<file path="config.mk">
export PLATFORM = sky130hd
export DESIGN_NAME = zone_cmd_regs
export DESIGN_NICKNAME = d
export VERILOG_FILES = /design/src/inc/zone_cmd_pkg.sv /design/src/inc/zone_rel_if.sv /design/src/core/fault_reset_timer.sv /design/src/core/release_detect.sv /design/src/core/zone_cmd_regs.sv
export SDC_FILE = /design/constraint.sdc
export NUM_CORES = 1
export LEC_CHECK = 0
export BUFFER_PORTS_ARGS = -buffer_cell sky130_fd_sc_hd__buf_2
export CORE_AREA = 8 8 216 218
export CTS_CLUSTER_SIZE = 25
export DETAILED_ROUTE_END_ITERATION = 10
export DIE_AREA = 0 0 224 226
export MAX_ROUTING_LAYER = met4
export PLACE_DENSITY = 0.52
export RECOVER_POWER = 25
export SLEW_MARGIN = 20
export SYNTH_ARGS = -nofsm -noshare
export SYNTH_HDL_FRONTEND = slang
export SYNTH_SLANG_ARGS = --single-unit
</file>
<file path="constraint.sdc">
create_clock -name clk_i -period 4.5 [get_ports clk_i]
set_input_delay 0.9 -clock clk_i [delete_from_list [all_inputs] [get_ports clk_i]]
set_output_delay 0.9 -clock clk_i [all_outputs]
set_load 0.05 [all_outputs]
</file>
<file path="src/inc/zone_cmd_pkg.sv">
// Constants and types shared by the zone command register block
package zone_cmd_pkg;
  localparam int AW = 8;
  localparam int DW = 16;

  // Register offsets
  localparam logic [7:0] OFF_FAULT_RST = 8'h16;
  localparam logic [7:0] OFF_AUX = 8'h3F;
  localparam logic [7:0] OFF_UP_ACC = 8'h68;
  localparam logic [7:0] OFF_UP_REL = 8'h69;
  localparam logic [7:0] OFF_UP_STAT = 8'h86;
  localparam logic [7:0] OFF_FWD1 = 8'h8B;
  localparam logic [7:0] OFF_FWD2 = 8'h8C;
  localparam logic [7:0] OFF_DN_ACC = 8'hB8;
  localparam logic [7:0] OFF_DN_REL = 8'hB9;
  localparam logic [7:0] OFF_DN_STAT = 8'hE8;
  localparam logic [7:0] OFF_REV1 = 8'hED;
  localparam logic [7:0] OFF_REV2 = 8'hEE;

  // Field positions
  localparam int ACC_MODE_BIT = 0;
  localparam int FAULT_RST_BIT = 0;
  localparam int AUX_L_DIR_BIT = 8;
  localparam int AUX_R_DIR_BIT = 9;
  localparam int AUX_L_LVL_BIT = 12;
  localparam int AUX_R_LVL_BIT = 13;
  localparam int RD_AUX_PIN_LSB = 0;
  localparam int RD_FAULT_LSB = 8;

  // Status handshake values
  localparam logic [15:0] UP_STAT_ACCEPT = 16'h0004;
  localparam logic [15:0] UP_STAT_TRACK = 16'h0001;
  localparam logic [15:0] DN_STAT_HOLD = 16'h0005;
  localparam logic [15:0] DN_STAT_RELEASE = 16'h0001;

  localparam logic [15:0] REG_RST = 16'h0000;

  // Fault reset hold time
  localparam int unsigned HOLD_MS = 500;
  localparam int unsigned CLK_KHZ = 100000;
  localparam int unsigned HOLD_CYCLES_DEF = HOLD_MS * CLK_KHZ;

  typedef enum logic [2:0] {
    HOLD_IDLE = 3'b001,
    HOLD_COUNT = 3'b010,
    HOLD_DONE = 3'b100
  } hold_state_t;
endpackage

</file>
<file path="src/inc/zone_rel_if.sv">
// Carrier between the register core and one zone release detector
`timescale 1ns/1ns
`default_nettype none
interface zone_rel_if;
  logic wr;
  logic [15:0] wdata;
  logic accum_en;
  logic [15:0] value;
  logic release_evt;

  modport core (output wr, output wdata, output accum_en,
                input value, input release_evt);
  modport zone (input wr, input wdata, input accum_en,
                output value, output release_evt);
endinterface
`default_nettype wire

</file>
<file path="src/core/fault_reset_timer.sv">
// Qualifies the held motor fault reset request
`timescale 1ns/1ns
`default_nettype none
module fault_reset_timer #(
  parameter int unsigned HOLD_CYCLES = zone_cmd_pkg::HOLD_CYCLES_DEF
) (
  input wire logic clk_i,     // System clock
  input wire logic rst_i,     // Synchronous reset
  input wire logic hold_i,    // Reset request bit level
  output logic accept_o       // One pulse per accepted hold
);
  import zone_cmd_pkg::*;

  hold_state_t state_q;
  logic [31:0] cnt_q;
  logic at_end;

  assign at_end = (cnt_q == 32'(HOLD_CYCLES - 1));

  always_ff @(posedge clk_i) begin
    if (rst_i) begin
      state_q <= HOLD_IDLE;
    end else begin
      unique case (state_q)
        HOLD_IDLE: if (hold_i) state_q <= HOLD_COUNT;
        HOLD_COUNT: begin
          if (!hold_i) begin
            state_q <= HOLD_IDLE;
          end else if (at_end) begin
            state_q <= HOLD_DONE;
          end
        end
        HOLD_DONE: if (!hold_i) state_q <= HOLD_IDLE;
        default: state_q <= HOLD_IDLE;
      endcase
    end
  end

  always_ff @(posedge clk_i) begin
    if (rst_i || state_q != HOLD_COUNT) begin
      cnt_q <= 32'h0;
    end else begin
      cnt_q <= cnt_q + 32'h1;
    end
  end

  // A long hold gives one reset, not a stream of them
  always_ff @(posedge clk_i) begin
    if (rst_i) begin
      accept_o <= 1'b0;
    end else begin
      accept_o <= (state_q == HOLD_COUNT) && hold_i && at_end;
    end
  end
endmodule
`default_nettype wire

</file>
<file path="src/core/release_detect.sv">
// Zone release register with change detection
`timescale 1ns/1ns
`default_nettype none
module release_detect (
  input wire logic clk_i,  // System clock
  input wire logic rst_i,  // Synchronous reset
  zone_rel_if.zone rel     // Write side and event
);
  import zone_cmd_pkg::*;

  logic [15:0] value_q;
  logic evt_q;

  assign rel.value = value_q;
  assign rel.release_evt = evt_q;

  always_ff @(posedge clk_i) begin
    if (rst_i) begin
      value_q <= REG_RST;
    end else if (rel.wr) begin
      value_q <= rel.wdata;
    end
  end

  // Same value rewritten by the cyclic image makes no event
  always_ff @(posedge clk_i) begin
    if (rst_i) begin
      evt_q <= 1'b0;
    end else begin
      evt_q <= rel.wr && rel.accum_en && (rel.wdata != value_q);
    end
  end
endmodule
`default_nettype wire

</file>
<file path="src/core/zone_cmd_regs.sv">
// Zone release, status handshake, tracking, fault reset and aux registers
//
// Overview of operation
// - Release value change releases and rearms zone
// - Accumulation control bit zero enables release
// - Upstream status four runs zone to accept
// - Upstream status one loads induct tracking
// - Downstream status five holds arriving carton
// - Downstream status one permits carton release
// - Forward words give tracking in default direction
// - Reverse words give tracking in reverse direction
// - Fault reset bit: one asserts, zero withdraws
// - Fatal faults latch until accepted reset
// - Bits 8, 9 set aux pin direction
// - Bits 12, 13 drive levels when output
// - Other aux bits are reserved, no effect
// - Aux control only when pin usage unassigned
`timescale 1ns/1ns
`default_nettype none
module zone_cmd_regs #(
  parameter int unsigned HOLD_CYCLES = zone_cmd_pkg::HOLD_CYCLES_DEF
) (
  input wire logic clk_i,                 // System clock, 100 MHz
  input wire logic rst_i,                 // Synchronous reset, high
  input wire logic wr_en_i,               // Register write strobe
  input wire logic [7:0] wr_addr_i,       // Register write offset
  input wire logic [15:0] wr_data_i,      // Register write data
  input wire logic [7:0] rd_addr_i,       // Register read offset
  output logic [15:0] rd_data_o,          // Read data, one cycle late
  input wire logic rev_dir_i,             // Conveyor runs reversed
  input wire logic [1:0] short_fault_i,   // Motor short, per motor
  input wire logic [1:0] sensor_fault_i,  // Rotor sensor fault
  input wire logic [1:0] aux_unassigned_i, // Aux usage is none
  input wire logic [1:0] aux_pin_i,       // Aux pin level, async
  output logic [1:0] aux_pin_o,           // Aux pin drive level
  output logic [1:0] aux_pin_oe_n_o,      // Aux drive enable, low
  output logic [1:0] aux_level_o,         // Synchronised aux level
  output logic up_release_o,              // Upstream release pulse
  output logic dn_release_o,              // Downstream release pulse
  output logic up_run_accept_o,           // Upstream run to accept
  output logic up_track_valid_o,          // Induct tracking loaded
  output logic [15:0] up_track_w1_o,      // Induct tracking word 1
  output logic [15:0] up_track_w2_o,      // Induct tracking word 2
  output logic dn_hold_o,                 // Downstream hold arrival
  output logic dn_release_ok_o,           // Downstream may release
  output logic [1:0] motor_fault_o,       // Latched fatal fault
  output logic fault_reset_o              // Accepted reset pulse
);
  import zone_cmd_pkg::*;

  function automatic logic hit(input logic [7:0] addr,
                               input logic [7:0] off);
    hit = (addr == off);
  endfunction

  logic [15:0] fault_rst_q;
  logic [15:0] aux_q;
  logic [15:0] up_acc_q;
  logic [15:0] dn_acc_q;
  logic [15:0] up_stat_q;
  logic [15:0] dn_stat_q;
  logic [15:0] fwd1_q;
  logic [15:0] fwd2_q;
  logic [15:0] rev1_q;
  logic [15:0] rev2_q;
  logic [1:0] aux_meta_q;
  logic [1:0] aux_sync_q;
  logic [1:0] fault_q;
  logic accept;
  logic [15:0] rd_d;

  zone_rel_if up_rel ();
  zone_rel_if dn_rel ();

  // Release registers and their change detectors
  assign up_rel.wr = wr_en_i && hit(wr_addr_i, OFF_UP_REL);
  assign up_rel.wdata = wr_data_i;
  assign up_rel.accum_en = up_acc_q[ACC_MODE_BIT];
  assign dn_rel.wr = wr_en_i && hit(wr_addr_i, OFF_DN_REL);
  assign dn_rel.wdata = wr_data_i;
  assign dn_rel.accum_en = dn_acc_q[ACC_MODE_BIT];

  release_detect up_det (
    .clk_i(clk_i),
    .rst_i(rst_i),
    .rel(up_rel.zone)
  );

  release_detect dn_det (
    .clk_i(clk_i),
    .rst_i(rst_i),
    .rel(dn_rel.zone)
  );

  // One pulse both frees the carton and arms accumulation again
  always_ff @(posedge clk_i) begin
    if (rst_i) begin
      up_release_o <= 1'b0;
      dn_release_o <= 1'b0;
    end else begin
      up_release_o <= up_rel.release_evt;
      dn_release_o <= dn_rel.release_evt;
    end
  end

  // Accumulation control
  always_ff @(posedge clk_i) begin
    if (rst_i) begin
      up_acc_q <= REG_RST;
      dn_acc_q <= REG_RST;
    end else if (wr_en_i) begin
      if (hit(wr_addr_i, OFF_UP_ACC)) up_acc_q <= wr_data_i;
      if (hit(wr_addr_i, OFF_DN_ACC)) dn_acc_q <= wr_data_i;
    end
  end

  // Foreign conveyor handshake status
  always_ff @(posedge clk_i) begin
    if (rst_i) begin
      up_stat_q <= REG_RST;
      dn_stat_q <= REG_RST;
    end else if (wr_en_i) begin
      if (hit(wr_addr_i, OFF_UP_STAT)) up_stat_q <= wr_data_i;
      if (hit(wr_addr_i, OFF_DN_STAT)) dn_stat_q <= wr_data_i;
    end
  end

  // Other values leave the zones under their own logic
  always_ff @(posedge clk_i) begin
    if (rst_i) begin
      up_run_accept_o <= 1'b0;
      dn_hold_o <= 1'b0;
      dn_release_ok_o <= 1'b0;
    end else begin
      up_run_accept_o <= (up_stat_q == UP_STAT_ACCEPT);
      dn_hold_o <= (dn_stat_q == DN_STAT_HOLD);
      dn_release_ok_o <= (dn_stat_q == DN_STAT_RELEASE);
    end
  end

  // Induct tracking words
  always_ff @(posedge clk_i) begin
    if (rst_i) begin
      fwd1_q <= REG_RST;
      fwd2_q <= REG_RST;
      rev1_q <= REG_RST;
      rev2_q <= REG_RST;
    end else if (wr_en_i) begin
      if (hit(wr_addr_i, OFF_FWD1)) fwd1_q <= wr_data_i;
      if (hit(wr_addr_i, OFF_FWD2)) fwd2_q <= wr_data_i;
      if (hit(wr_addr_i, OFF_REV1)) rev1_q <= wr_data_i;
      if (hit(wr_addr_i, OFF_REV2)) rev2_q <= wr_data_i;
    end
  end

  // Words follow direction while status holds; last taken words stay
  always_ff @(posedge clk_i) begin
    if (rst_i) begin
      up_track_valid_o <= 1'b0;
      up_track_w1_o <= REG_RST;
      up_track_w2_o <= REG_RST;
    end else if (up_stat_q == UP_STAT_TRACK) begin
      up_track_valid_o <= 1'b1;
      if (rev_dir_i) begin
        up_track_w1_o <= rev1_q;
        up_track_w2_o <= rev2_q;
      end else begin
        up_track_w1_o <= fwd1_q;
        up_track_w2_o <= fwd2_q;
      end
    end else begin
      up_track_valid_o <= 1'b0;
    end
  end

  // Motor fault reset request
  always_ff @(posedge clk_i) begin
    if (rst_i) begin
      fault_rst_q <= REG_RST;
    end else if (wr_en_i && hit(wr_addr_i, OFF_FAULT_RST)) begin
      fault_rst_q <= wr_data_i;
    end
  end

  fault_reset_timer #(
    .HOLD_CYCLES(HOLD_CYCLES)
  ) rst_timer (
    .clk_i(clk_i),
    .rst_i(rst_i),
    .hold_i(fault_rst_q[FAULT_RST_BIT]),
    .accept_o(accept)
  );

  always_ff @(posedge clk_i) begin
    if (rst_i) begin
      fault_reset_o <= 1'b0;
    end else begin
      fault_reset_o <= accept;
    end
  end

  // New fault in the reset cycle survives the reset
  always_ff @(posedge clk_i) begin
    if (rst_i) begin
      fault_q <= 2'b00;
    end else begin
      for (int i = 0; i < 2; i++) begin
        if (short_fault_i[i] || sensor_fault_i[i]) begin
          fault_q[i] <= 1'b1;
        end else if (accept) begin
          fault_q[i] <= 1'b0;
        end
      end
    end
  end

  assign motor_fault_o = fault_q;

  // Aux pin control; reserved bits are stored but never used
  always_ff @(posedge clk_i) begin
    if (rst_i) begin
      aux_q <= REG_RST;
    end else if (wr_en_i && hit(wr_addr_i, OFF_AUX)) begin
      aux_q <= wr_data_i;
    end
  end

  always_ff @(posedge clk_i) begin
    if (rst_i) begin
      aux_pin_o <= 2'b00;
      aux_pin_oe_n_o <= 2'b11;
    end else begin
      // Pin owned by another usage stays released
      if (aux_unassigned_i[0] && aux_q[AUX_L_DIR_BIT]) begin
        aux_pin_oe_n_o[0] <= 1'b0;
        aux_pin_o[0] <= aux_q[AUX_L_LVL_BIT];
      end else begin
        aux_pin_oe_n_o[0] <= 1'b1;
        aux_pin_o[0] <= 1'b0;
      end
      if (aux_unassigned_i[1] && aux_q[AUX_R_DIR_BIT]) begin
        aux_pin_oe_n_o[1] <= 1'b0;
        aux_pin_o[1] <= aux_q[AUX_R_LVL_BIT];
      end else begin
        aux_pin_oe_n_o[1] <= 1'b1;
        aux_pin_o[1] <= 1'b0;
      end
    end
  end

  // Pin level is asynchronous to the clock
  always_ff @(posedge clk_i) begin
    if (rst_i) begin
      aux_meta_q <= 2'b00;
      aux_sync_q <= 2'b00;
    end else begin
      aux_meta_q <= aux_pin_i;
      aux_sync_q <= aux_meta_q;
    end
  end

  assign aux_level_o = aux_sync_q;

  // Read back; unmapped offsets read zero
  always_comb begin
    rd_d = REG_RST;
    unique case (rd_addr_i)
      OFF_FAULT_RST: begin
        rd_d = fault_rst_q;
        rd_d[RD_FAULT_LSB +: 2] = fault_q;
      end
      OFF_AUX: begin
        rd_d = aux_q;
        rd_d[RD_AUX_PIN_LSB +: 2] = aux_sync_q;
      end
      OFF_UP_ACC: rd_d = up_acc_q;
      OFF_UP_REL: rd_d = up_rel.value;
      OFF_UP_STAT: rd_d = up_stat_q;
      OFF_FWD1: rd_d = fwd1_q;
      OFF_FWD2: rd_d = fwd2_q;
      OFF_DN_ACC: rd_d = dn_acc_q;
      OFF_DN_REL: rd_d = dn_rel.value;
      OFF_DN_STAT: rd_d = dn_stat_q;
      OFF_REV1: rd_d = rev1_q;
      OFF_REV2: rd_d = rev2_q;
      default: rd_d = REG_RST;
    endcase
  end

  always_ff @(posedge clk_i) begin
    if (rst_i) begin
      rd_data_o <= REG_RST;
    end else begin
      rd_data_o <= rd_d;
    end
  end
endmodule
`default_nettype wire

</file>
==> summary by stage, run 1 <==
Run status
The flow ran to the end, but the final reports show violations. The checks that failed: capacitance limit, slew limit.

GRT
The met1 layer usage reported by global route is 0.224. Entering global routing, the biggest net connects 85 pins. The routing layer with the top usage in global route is met2.

The routing usage on met3 is 0.0279. For this run the aggregate overflow at the end of global routing stands at 0. The first-pass GRT wire length is 61.8 mm. For met2 alone, demand over resource in global routing was 0.238. For this run, the total global-route usage over all layers was measured as 0.163.

The via count of the first global-routing pass is roughly 9600. The initial antenna violation count was 0.

STA
The transition at the pin with the smallest max-transition slack is 2.06 ns. The clock period minus final worst setup slack is 3.14 ns. The total count of hold-check failures in the final report is 0. In the final timing run, aggregate negative setup slack is 0 ns. The count of endpoints failing setup in the final report is 0.

Timing would allow up to 318 MHz. The number of pins with negative max-slew slack in the final report is ~90. Measured against its own limit, the worst slew margin works out to -0.376. The tightest hold path in the finished design has a slack of 0.437 ns. Of the available clock period, the critical path in the final layout requires 0.699.

Setup repair after global routing left no endpoint under its margin. Across the routed clock network, the largest skew measured is 0.0359 ns.

Synthesis
The predominant post-synthesis flop cell is dfxtp_1. The instance count of the mapped netlist is approximately 1300. The share of the Yosys chip area taken by registers is 0.455. The number of different library cells in the post-synthesis netlist is 67. The number of storage elements in the synthesis netlist is 291. The number of synthesis warnings is 0. The netlist area before placement is roughly 13000 sq um.

The async set-or-reset flop fraction in the synthesized netlist is 0. Yosys mapped a number of flops with a built-in enable equal to 0. The average size of a mapped cell is 9.62 sq um. By area the synthesized netlist is led by dfxtp_1 (45%), mux2i_1 (18%), nor2_1 (8.0%).

The area fraction of the dominant cell type after synthesis is 0.455. The net count after synthesis is 1376. The most common cell in the netlist is dfxtp_1. The dominant cell type by area after synthesis is dfxtp_1.

By count the netlist is led by dfxtp_1 (291), nor2_1 (273), mux2i_1 (230).

Clocking
The CTS clock-pin slew for the worst setup and hold paths is 0.06 ns. In this run, post-CTS repair resized a total of 0 instances. The number of buffers on the longest clock path is 3. The H-tree was split into 2 levels. Buffers inserted to repair hold after CTS numbered 0. The clock drives around 290 sinks. In this run the clock root is driven by a clkbuf_16.

For the worst-skew pair, the clock arrives at the later sink with an insertion delay of 0.55 ns. The number of setup buffers added after CTS is 0. The total clock buffers created by CTS is 34. The clock tree from TritonCTS is done.

Critical path
The highest-delay cell along the critical path is clkbuf_1. The family with the most delay on the worst path is buffers and inverters. For the worst setup path, the data required time is between 4 and 5 ns.

The kind of critical path is input pin to flip-flop. For this run, the slowest stage of the critical path takes 1.53 ns. Of all nets on the critical path, the largest fanout is 84. STA classifies the critical path startpoint as an input pin. The endpoint class of the critical path is a flip-flop. Data on the critical path arrives at its endpoint at 3.58 ns. Counting both buffers and inverters, the worst setup path holds a total of 2. Walking the worst path, the cells encountered are buf_6 -> clkbuf_1 -> nor4_1 -> nand4_1 -> nor2_1.

Drt
The total wire length after detailed routing is 41.0 mm. After detailed routing, the average wire length per cell comes to 20.4 um. The per-cell via count in the routed design is a little over 5. In this run, the number of DRC markers left after iteration 0 of detailed routing was between 800 and 900. For this block, the via count after detailed routing is 10114. Before antenna repair, the detailed router went through 5 iterations.

The number of remaining DRC errors is 0. The number of antenna-violating nets in the routed design is 0.

Placed design
The final weighted congestion in routability-driven placement is 0.886. Detailed placement finished with a half-perimeter wire length of about 29 mm. In this run the cell area measured after placement is 13800 sq um. In this run the tool buffered the top-level ports with between 100 and 150 buffer cells.

Die
The die is 224 um wide. The chip height is 226 um. During I/O placement, the number of pins put on the boundary was 107. The core area is 43500 sq um. The floorplan step defined a die boundary enclosing 50600 sq um.

The number of standard-cell rows in the floorplan is slightly below 80. The starting density of the core is 0.295.

Power and ir drop
In this run the static leakage power is 5.91 nW. Of the total power, the clock network draws 0.500. The total power per unit cell area is 377 nW/um^2. The combinational fraction of design power is 0.040. The proportion of total power due to net switching is 0.232. The peak supply drop is 0.200 mV.

The design draws about 5.6 mW. The proportion of power drawn by flip-flops and latches is 0.460. The net load switching power is approximately 1.3 mW. The internal portion of the total power is 4.32 mW.

Finish
Of the cells placed in the final design, the portion with a size suffix greater than 1 is 0.136. The area added between synthesis and finish is 16.5%. Fill cells in the final layout number ~4500. The core occupancy in the finished layout is 0.343. The final standard cell area without fillers is around 15000 sq um. The repair_antennas step left the layout with diodes totalling 0.

In the final design database the tool counted 1438 nets.

Job
Max-cap violations in this run came to 2.

Min path
In this run the worst hold path is classified as flip-flop to flip-flop.
[layout by cell type (no fill, tap or decap), types with 4 or more instances in the layout]
master | Yosys | routed
nor4_1 | 15 | 15
a22o_1 | 26 | 26
buf_2 | 23 | 101
nor3_1 | 7 | 7
a31oi_1 | 15 | 15
nand2_1 | 24 | 24
nand3_1 | 15 | 15
dfxtp_1 | 291 | 291
clkbuf_16 | 0 | 35
and4_1 | 5 | 5
a211oi_1 | 38 | 38
clkinv_2 | 0 | 9
buf_4 | 3 | 12
xor2_1 | 30 | 30
nor2_1 | 273 | 273
or3_1 | 4 | 4
xnor2_1 | 30 | 30
nand3b_1 | 5 | 5
and2_1 | 10 | 10
nor2b_1 | 10 | 9
a32oi_1 | 5 | 5
a22oi_1 | 39 | 39
o22ai_1 | 12 | 12
and3_1 | 7 | 7
nor4_2 | 4 | 4
a221oi_1 | 13 | 13
nand4_1 | 23 | 23
mux2i_1 | 230 | 230
clkbuf_8 | 0 | 8
inv_1 | 13 | 13
a21oi_1 | 17 | 17
clkbuf_1 | 67 | 14
nand2b_1 | 8 | 8
nor4b_1 | 5 | 4
o21ai_0 | 4 | 4
o22a_1 | 4 | 4
[flip-flops by register name, indices dropped and copies added, names as in the netlist, 2 cells and up]
register           flops
up_track_w2_o         16
up_stat_q             16
dn_det.rel.value      16
up_det.rel.value      16
aux_pin_o              2
rst_timer.state_q      3
aux_meta_q             2
aux_q                 14
fault_rst_q           14
up_track_w1_o         16
rev1_q                16
rev2_q                16
motor_fault_o          2
rst_timer.cnt_q       32
fwd1_q                16
fwd2_q                16
dn_acc_q              16
up_acc_q              16
rd_data_o             16
aux_pin_oe_n_o         2
dn_stat_q             16
aux_level_o            2
[metrics by stage]
stage / setup slack (ns) / instances
after floorplan: 2.11 / 1331
after global placement: 1.18 / 1949
after detailed placement: 1.21 / 1949
after CTS: 1.75 / 2009
after global routing: 1.16 / 2009
final: 1.36 / 2009
[worst paths after layout]
path	from	end	slack [ns]	cells after the start
max	rst_i	dn_release_ok_o	1.36	5
min reg2reg	aux_meta_q[0]	aux_level_o[0]	0.44	1
max reg2reg	up_stat_q[11]	up_track_w2_o[4]	2.15	6
min	aux_meta_q[0]	aux_level_o[0]	0.44	1
[logic make-up (layout without fill, tap and decap cells)]
logic type / after synthesis / in the layout / synth area share
adder cells (fa/ha/maj): 1 / 1 / 0.000977
multiplexers: 230 / 230 / 0.180
buffers and inverters: 114 / 200 / 0.0389
AO/OA/AOI/OAI: 188 / 188 / 0.109
flip-flops: 291 / 291 / 0.455
AND/OR/NAND/NOR: 447 / 447 / 0.175
XOR/XNOR: 60 / 60 / 0.0410
[power by group through the flow]
stage	combinational, mW	clock, mW	sequential [mW]
floorplan	0.126	0	2.65
finish	0.224	2.81	2.59
global route	0.238	2.99	2.59
global placement	0.227	0	2.64
CTS	0.228	2.88	2.59
detailed placement	0.227	0	2.64
[area by class of cell]
| class | count | area, sq um | share of cell area |
|---|---|---|---|
| Clock buffer | 45 | 993 | 0.0666 |
| Clock inverter | 15 | 155 | 0.0104 |
| Inverter | 13 | 48.8 | 0.00327 |
| Multi-Input combinational cell | 926 | 6480 | 0.435 |
| Sequential cell | 291 | 5830 | 0.390 |
| Tap cell | 592 | 741 | 0.0496 |
| Timing Repair Buffer | 127 | 672 | 0.0450 |
[routing by layer]
layer / vias up / share of wire
met5: - / 0
met4: 0 / 0.029
met3: 62 / 0.054
met2: 260 / 0.43
met1: 4896 / 0.48
li1: 4896 / -
[worst register-to-register path: stages (launching register included)]
cell and delay, ns:
dfxtp_1 0.32, nor4_1 0.40, nand4_1 0.20, nor3b_2 0.70, buf_12 0.32, nor2_1 0.07, a211oi_1 0.21
No activity file was read; power rests on OpenSTA's default activity.
==> run 2, diff against run 1 <==
--- a/config.mk
+++ b/config.mk
@@ -11,7 +11,7 @@
 export DETAILED_ROUTE_END_ITERATION = 10
 export DIE_AREA = 0 0 224 226
 export MAX_ROUTING_LAYER = met4
-export PLACE_DENSITY = 0.52
+export PLACE_DENSITY = 0.54
 export RECOVER_POWER = 25
 export SLEW_MARGIN = 20
 export SYNTH_ARGS = -nofsm -noshare
==> constraint.sdc (replaced) <==
create_clock -name clk_i -period 2.8 [get_ports clk_i]
set_input_delay 0.56 -clock clk_i [delete_from_list [all_inputs] [get_ports clk_i]]
set_output_delay 0.56 -clock clk_i [all_outputs]
set_load 0.05 [all_outputs]
==> summary by stage, run 2 (synthesis results as in run 1) <==
Clocking
TritonCTS built the clock tree. The post-CTS resize count is 0. After clock tree synthesis, the clock-pin slew on the worst setup and hold paths is 0.05 ns. TritonCTS created 35 clock buffers. For this design, the sink count on the clock tree is 291. The H-tree was split into 2 levels.

In this run the clock root is driven by a clkbuf_16. The clock latency reported for the late side of the worst-skew pair is 0.53 ns. The post-cts hold buffer count is 0. The setup fix buffers added after clock tree synthesis is 0. The number of buffers on the longest clock path is 3.

Placed design
After detailed placement, the design holds a cell count of 1971. The congestion estimate from routability-driven global placement came to roughly 0.9. The total half-perimeter wirelength after legalization and detailed placement is between 20 and 30 mm.

The placed cell area is around 14000 sq um. In this run the tool buffered the top-level ports with about 110 buffer cells. The pre-CTS setup slack is 0.470 ns.

STA
The transition at the pin with the smallest max-transition slack is 1.40 ns. The number of pins with negative max-slew slack in the final report is 0. The count of endpoints failing setup in the final report is 0. For the final routed database, the setup TNS stands at 0 ns. The total count of hold-check failures in the final report is 0. After layout, the worst setup slack is 0.389 ns. The setup skew after layout is between 0.015 and 0.02 ns.

The tightest hold path in the finished design has a slack of 0.235 ns. The share of the clock period used by the worst path is 0.861. The clock period minus final worst setup slack is between 2 and 2.5 ns. Based on the critical path, the design can be clocked at up to 415 MHz. Headroom to the max-slew limit came out at 0.0694. Setup repair after global routing left no endpoint under its margin.

Power and ir drop
In this run the power spent charging and discharging nets is between 2 and 2.5 mW. Across the VDD grid, the largest voltage drop is approximately 0.28 mV. The internal power summed over all cells is 6.92 mW. The proportion of total power due to net switching is 0.230.

The share of total power dissipated in combinational logic is 0.041. The leakage power is 6.00 nW. The fraction of power consumed by the clock network is 0.496. The proportion of power drawn by flip-flops and latches is 0.463. The post-route total power is 8.98 mW. The total power per unit cell area is 596 nW/um^2.

Die
The die outline area is 50600 sq um. The number of standard-cell rows in the floorplan is 77. The starting density of the core is 0.295. The chip height is 226 um. During I/O placement, the number of pins put on the boundary was around 110. The die is roughly 220 um wide. In this run the standard cell core region covers about 43000 sq um.

Critical path
In this run the worst path has a maximum fanout of 17. The endpoint class of the critical path is a flip-flop. The startpoint type of the worst setup path is an input pin. The largest stage delay on the critical path is 0.99 ns. Data arrives at the worst endpoint at around 2.8 ns. By startpoint and endpoint, the worst setup path is classified as input pin to flip-flop. Data on the critical path is required at its endpoint by 3.16 ns. The signal on the critical path passes through buf_2 -> nand4b_1 -> nor4_1 -> clkbuf_1 -> mux2i_1 -> nor2_1. On the critical path, the stage with the largest delay is an instance of clkbuf_1.

GRT
The first-pass GRT wire length is 62.0 mm. The initial antenna violation count came to 1. The total overflow reported by the global router is 0. The total track usage is 0.162. The via count of the first global-routing pass was 9938. Entering global routing, the biggest net connects 108 pins.

Job
The max capacitance violation total is 0.

Drt
The average detailed-routed wire length per instance is 20.0 um. For this run, design rule violations remaining after detail routing come to 0. Wires add up to 40.7 mm. For this block, the initial DRC count from the detailed router was 750.

The first detailed-routing pass took 5 iterations. In this run the remaining antenna-violating nets after routing total 0. In the routed layout, each cell is associated on average with a via count of 5.03. Summing over every cut layer, the via total after detailed routing is 10234.

Finish
The register with the most flip-flops in the layout has 32 of them. The library cells used most frequently in the layout, excluding fill and tap cells, are dfxtp_1 (291), nor2_1 (273), mux2i_1 (230). The core occupancy in the finished layout is 0.347.

The most common library cell in the layout ignoring fill and taps is dfxtp_1. The fraction of final layout cells with drive strength greater than 1 is 0.148. The finished cells cover 15100 sq um. The area added between synthesis and finish is 17.7%. The layout net count is between 1000 and 1500. The final non-filler cell total is 2033. The largest register by flop count is rst_timer.cnt_q.

Min path
The class of the most critical hold timing path is input pin to flip-flop.

Run status
The run finished with clean final reports.
[run 2: changes by cell type in the layout (fill, tap and decap cells not counted), moves of 2 or more]
cell	before	now
buf_4	12	37
clkbuf_8	8	6
clkinv_2	9	4
clkbuf_1	14	17
[run 2: worst max-delay path: cells and delay by family]
family                 cells  cell delay (ns)
buffers and inverters      2             1.13
muxes                      1             0.28
and+or+nand+nor            3             0.79
[run 2: final timing paths]
kind | start | to | slack, ns | depth (start not counted)
min reg2reg | dn_det.rel.release_evt | dn_release_o | 0.44 | 1
min | aux_pin_i[0] | aux_meta_q[0] | 0.24 | 2
max reg2reg | up_stat_q[12] | up_track_w1_o[9] | 0.76 | 6
max | wr_addr_i[4] | up_det.rel.value[9] | 0.39 | 6
[run 2: power groups by stage]
stage,logic (mW),clock network [mW],registers [mW]
after floorplan,0.203,0,4.26
after global placement,0.370,0,4.25
after detailed placement,0.374,0,4.25
after CTS,0.374,4.58,4.16
after global routing,0.392,4.75,4.16
final,0.369,4.46,4.16
[run 2: area by class of cell]
type | instances | area, sq um
timing repair buffer | 149 | 853
antenna | 1 | 2.50
sequential | 291 | 5830
multi-input combinational | 926 | 6480
clock buffer | 51 | 996
clock inverter | 10 | 129
inverter | 13 | 48.8
fill | 4486 | 28400
tap | 592 | 741
[run 2: routing by layer]
layer | global-route usage | vias to the layer above | part of all wire
met5 | - | - | 0
met4 | 0.0531 | 0 | 0.027
met3 | 0.0283 | 62 | 0.054
met2 | 0.243 | 259 | 0.44
met1 | 0.218 | 4992 | 0.48
li1 | - | 4921 | -
==> run 3, diff against run 2 <==
--- a/config.mk
+++ b/config.mk
@@ -6,12 +6,14 @@
 export NUM_CORES = 1
 export LEC_CHECK = 0
 export BUFFER_PORTS_ARGS = -buffer_cell sky130_fd_sc_hd__buf_2
+export CELL_PAD_IN_SITES_DETAIL_PLACEMENT = 1
+export CELL_PAD_IN_SITES_GLOBAL_PLACEMENT = 1
 export CORE_AREA = 8 8 216 218
 export CTS_CLUSTER_SIZE = 25
 export DETAILED_ROUTE_END_ITERATION = 10
 export DIE_AREA = 0 0 224 226
 export MAX_ROUTING_LAYER = met4
-export PLACE_DENSITY = 0.54
+export PLACE_DENSITY = 0.64
 export RECOVER_POWER = 25
 export SLEW_MARGIN = 20
 export SYNTH_ARGS = -nofsm -noshare
==> summary by stage, run 3 (synthesis results as in run 1) <==
Finish
The final standard cell area without fillers is about 15000 sq um. The flip-flop count of the largest register, all copies and words added is 32. The most common library cell in the layout ignoring fill and taps is dfxtp_1. Relative to the synthesized area, the layout overhead comes to 18.2%. The library cells used most frequently in the layout, excluding fill and tap cells, are dfxtp_1 (291), nor2_1 (273), mux2i_1 (230). In the final layout, the share of cells above drive strength 1 is 0.149. The layout net count is about 1500.

The largest register by flop count is rst_timer.cnt_q.

GRT
The first-pass GRT wire length is 66.7 mm. The via count of the first global-routing pass was 10720. The initial antenna violation count was 5.

For this run, the total global-route usage over all layers was measured as 0.174. The pin count of the biggest net entering global routing is 111. The total overflow reported by the global router is 0.

Critical path
The endpoint class of the critical path is a flip-flop. The number of buffers and inverters on the critical path is 2. The largest stage delay on the critical path is 1.10 ns. The slowest stage of the critical path belongs to the cell clkbuf_1. The family with the most delay on the worst path is buffers and inverters. In this design, the critical path's most frequently occurring cell is clkbuf_1. The signal on the critical path passes through clkbuf_1 -> nand2_1 -> nor4b_1 -> clkbuf_1 -> mux2i_1 -> nor2_1. The endpoint arrival time on the critical path is 2.87 ns. For the worst setup path, the data required time is ~3.2 ns. The worst setup path is launched from an input pin. The kind of critical path is input pin to flip-flop. The worst-path maximum fanout is 14.

Clocking
The clock tree root buffer cell is clkbuf_16. The clock tree synthesis step divided the H-tree into 2 levels. At the later pin of the worst-skew pair, clock insertion delay measures 0.54 ns. The number of buffers on the longest clock path is 3. Counting every sink on the clock net gives 291.

TritonCTS built the clock tree. The post-CTS resize count is 0. After clock tree synthesis, the clock-pin slew on the worst setup and hold paths is 0.06 ns.

The post-cts hold buffer count is 0. The setup fix buffers added after clock tree synthesis is 0. The total clock buffers created by CTS is 36.

STA
The setup skew after layout is roughly 0.023 ns. The clock period minus final worst setup slack is 2.51 ns. The count of endpoints failing setup in the final report is 0. At the pin with the least slew margin, the transition time is ~1.5 ns. Of the available clock period, the critical path in the final layout requires 0.895. The accumulated negative setup slack is 0 ns. The total count of hold-check failures in the final report is 0. Setup repair after global routing left no endpoint under its margin. The worst relative slew slack is 0.0329. The number of pins with negative max-slew slack in the final report was 0.

The maximum achievable frequency is 399 MHz.

Drt
The number of antenna-violating nets in the routed design is 0. The number of DRC markers after the initial detailed-route iteration is 693. The final layout contains routed wiring with a total length of between 40 and 50 mm.

For this block, the via count after detailed routing is 10389. For this run, the detailed router's first-pass iteration total came to 4. After detailed routing, the number of remaining DRC violations is 0. The average detailed-routed wire length per instance is about 21 um. The per-cell via count in the routed design is 5.10.

Placed design
The total half-perimeter wirelength after legalization and detailed placement is 31.0 mm. The placed cell area is 14000 sq um. At the end of routability-driven placement, the weighted congestion stood at 0.864. The count of port buffers added during placement is 106.

Power and ir drop
Dividing total power by cell area gives a power density of between 500 and 600 nW/um^2. The post-route total power is ~9.1 mW. The leakage power is roughly 6.0 nW. Across the VDD grid, the largest voltage drop is about 0.33 mV.

Die
Measured along the y axis, the die boundary spans around 230 um. The core area is 43500 sq um. The number of top-level pins is 107. The die outline area is 50600 sq um.

The die width is 224 um. In this run the core area contains 77 standard-cell rows. The initial utilization of the core area, before any placement, comes to 0.295.

Run status
The flow ran to the end, and the final reports show no timing, DRC or antenna violations.

Min path
The path class of the tightest hold or removal check is input pin to flip-flop.

Job
The max capacitance violation total is 0.
[run 3: final cells by class]
cell class / count / area (sq um)
antenna: 5 / 12.5
clock buffer: 53 / 1020
clock inverter: 12 / 121
fill: 4956 / 28300
inverter: 13 / 48.8
multi-input combinational: 926 / 6500
sequential: 291 / 5830
tap: 592 / 741
timing repair buffer: 146 / 866
[run 3: final timing paths]
path                 startpoint  slack, ns                to  cells after the start
setup / recovery   wr_addr_i[0]       0.29         aux_q[11]                      6
hold / removal     aux_pin_i[1]       0.24     aux_meta_q[1]                      2
setup reg to reg  up_stat_q[11]       0.63  up_track_w1_o[9]                      6
hold reg to reg   aux_meta_q[1]       0.43    aux_level_o[1]                      1
[run 3: metrics by stage]
stage	utilization	setup slack, ns	std cells	hold slack [ns]
after floorplan	-	0.754	1331	0.402
after global placement	0.323	0.464	1968	0.418
after detailed placement	0.323	0.385	1968	0.428
after CTS	0.349	0.558	2033	0.220
after global routing	0.348	0.245	2037	0.243
final	0.348	0.294	2038	0.236
[run 3: per-layer routing]
layer,share of wire,track usage,vias to the layer above
met5,0,-,-
met4,0.026,0.0531,0
met3,0.052,0.0369,76
met2,0.44,0.266,221
met1,0.48,0.230,5159
li1,-,-,4933
[run 3: power by group]
group          internal (mW)  switching [mW]  total, mW
Sequential              4.15         0.00850       4.16
Clock                   2.66            1.88       4.53
Combinational          0.104           0.278      0.382
Total                   6.91            2.16       9.07
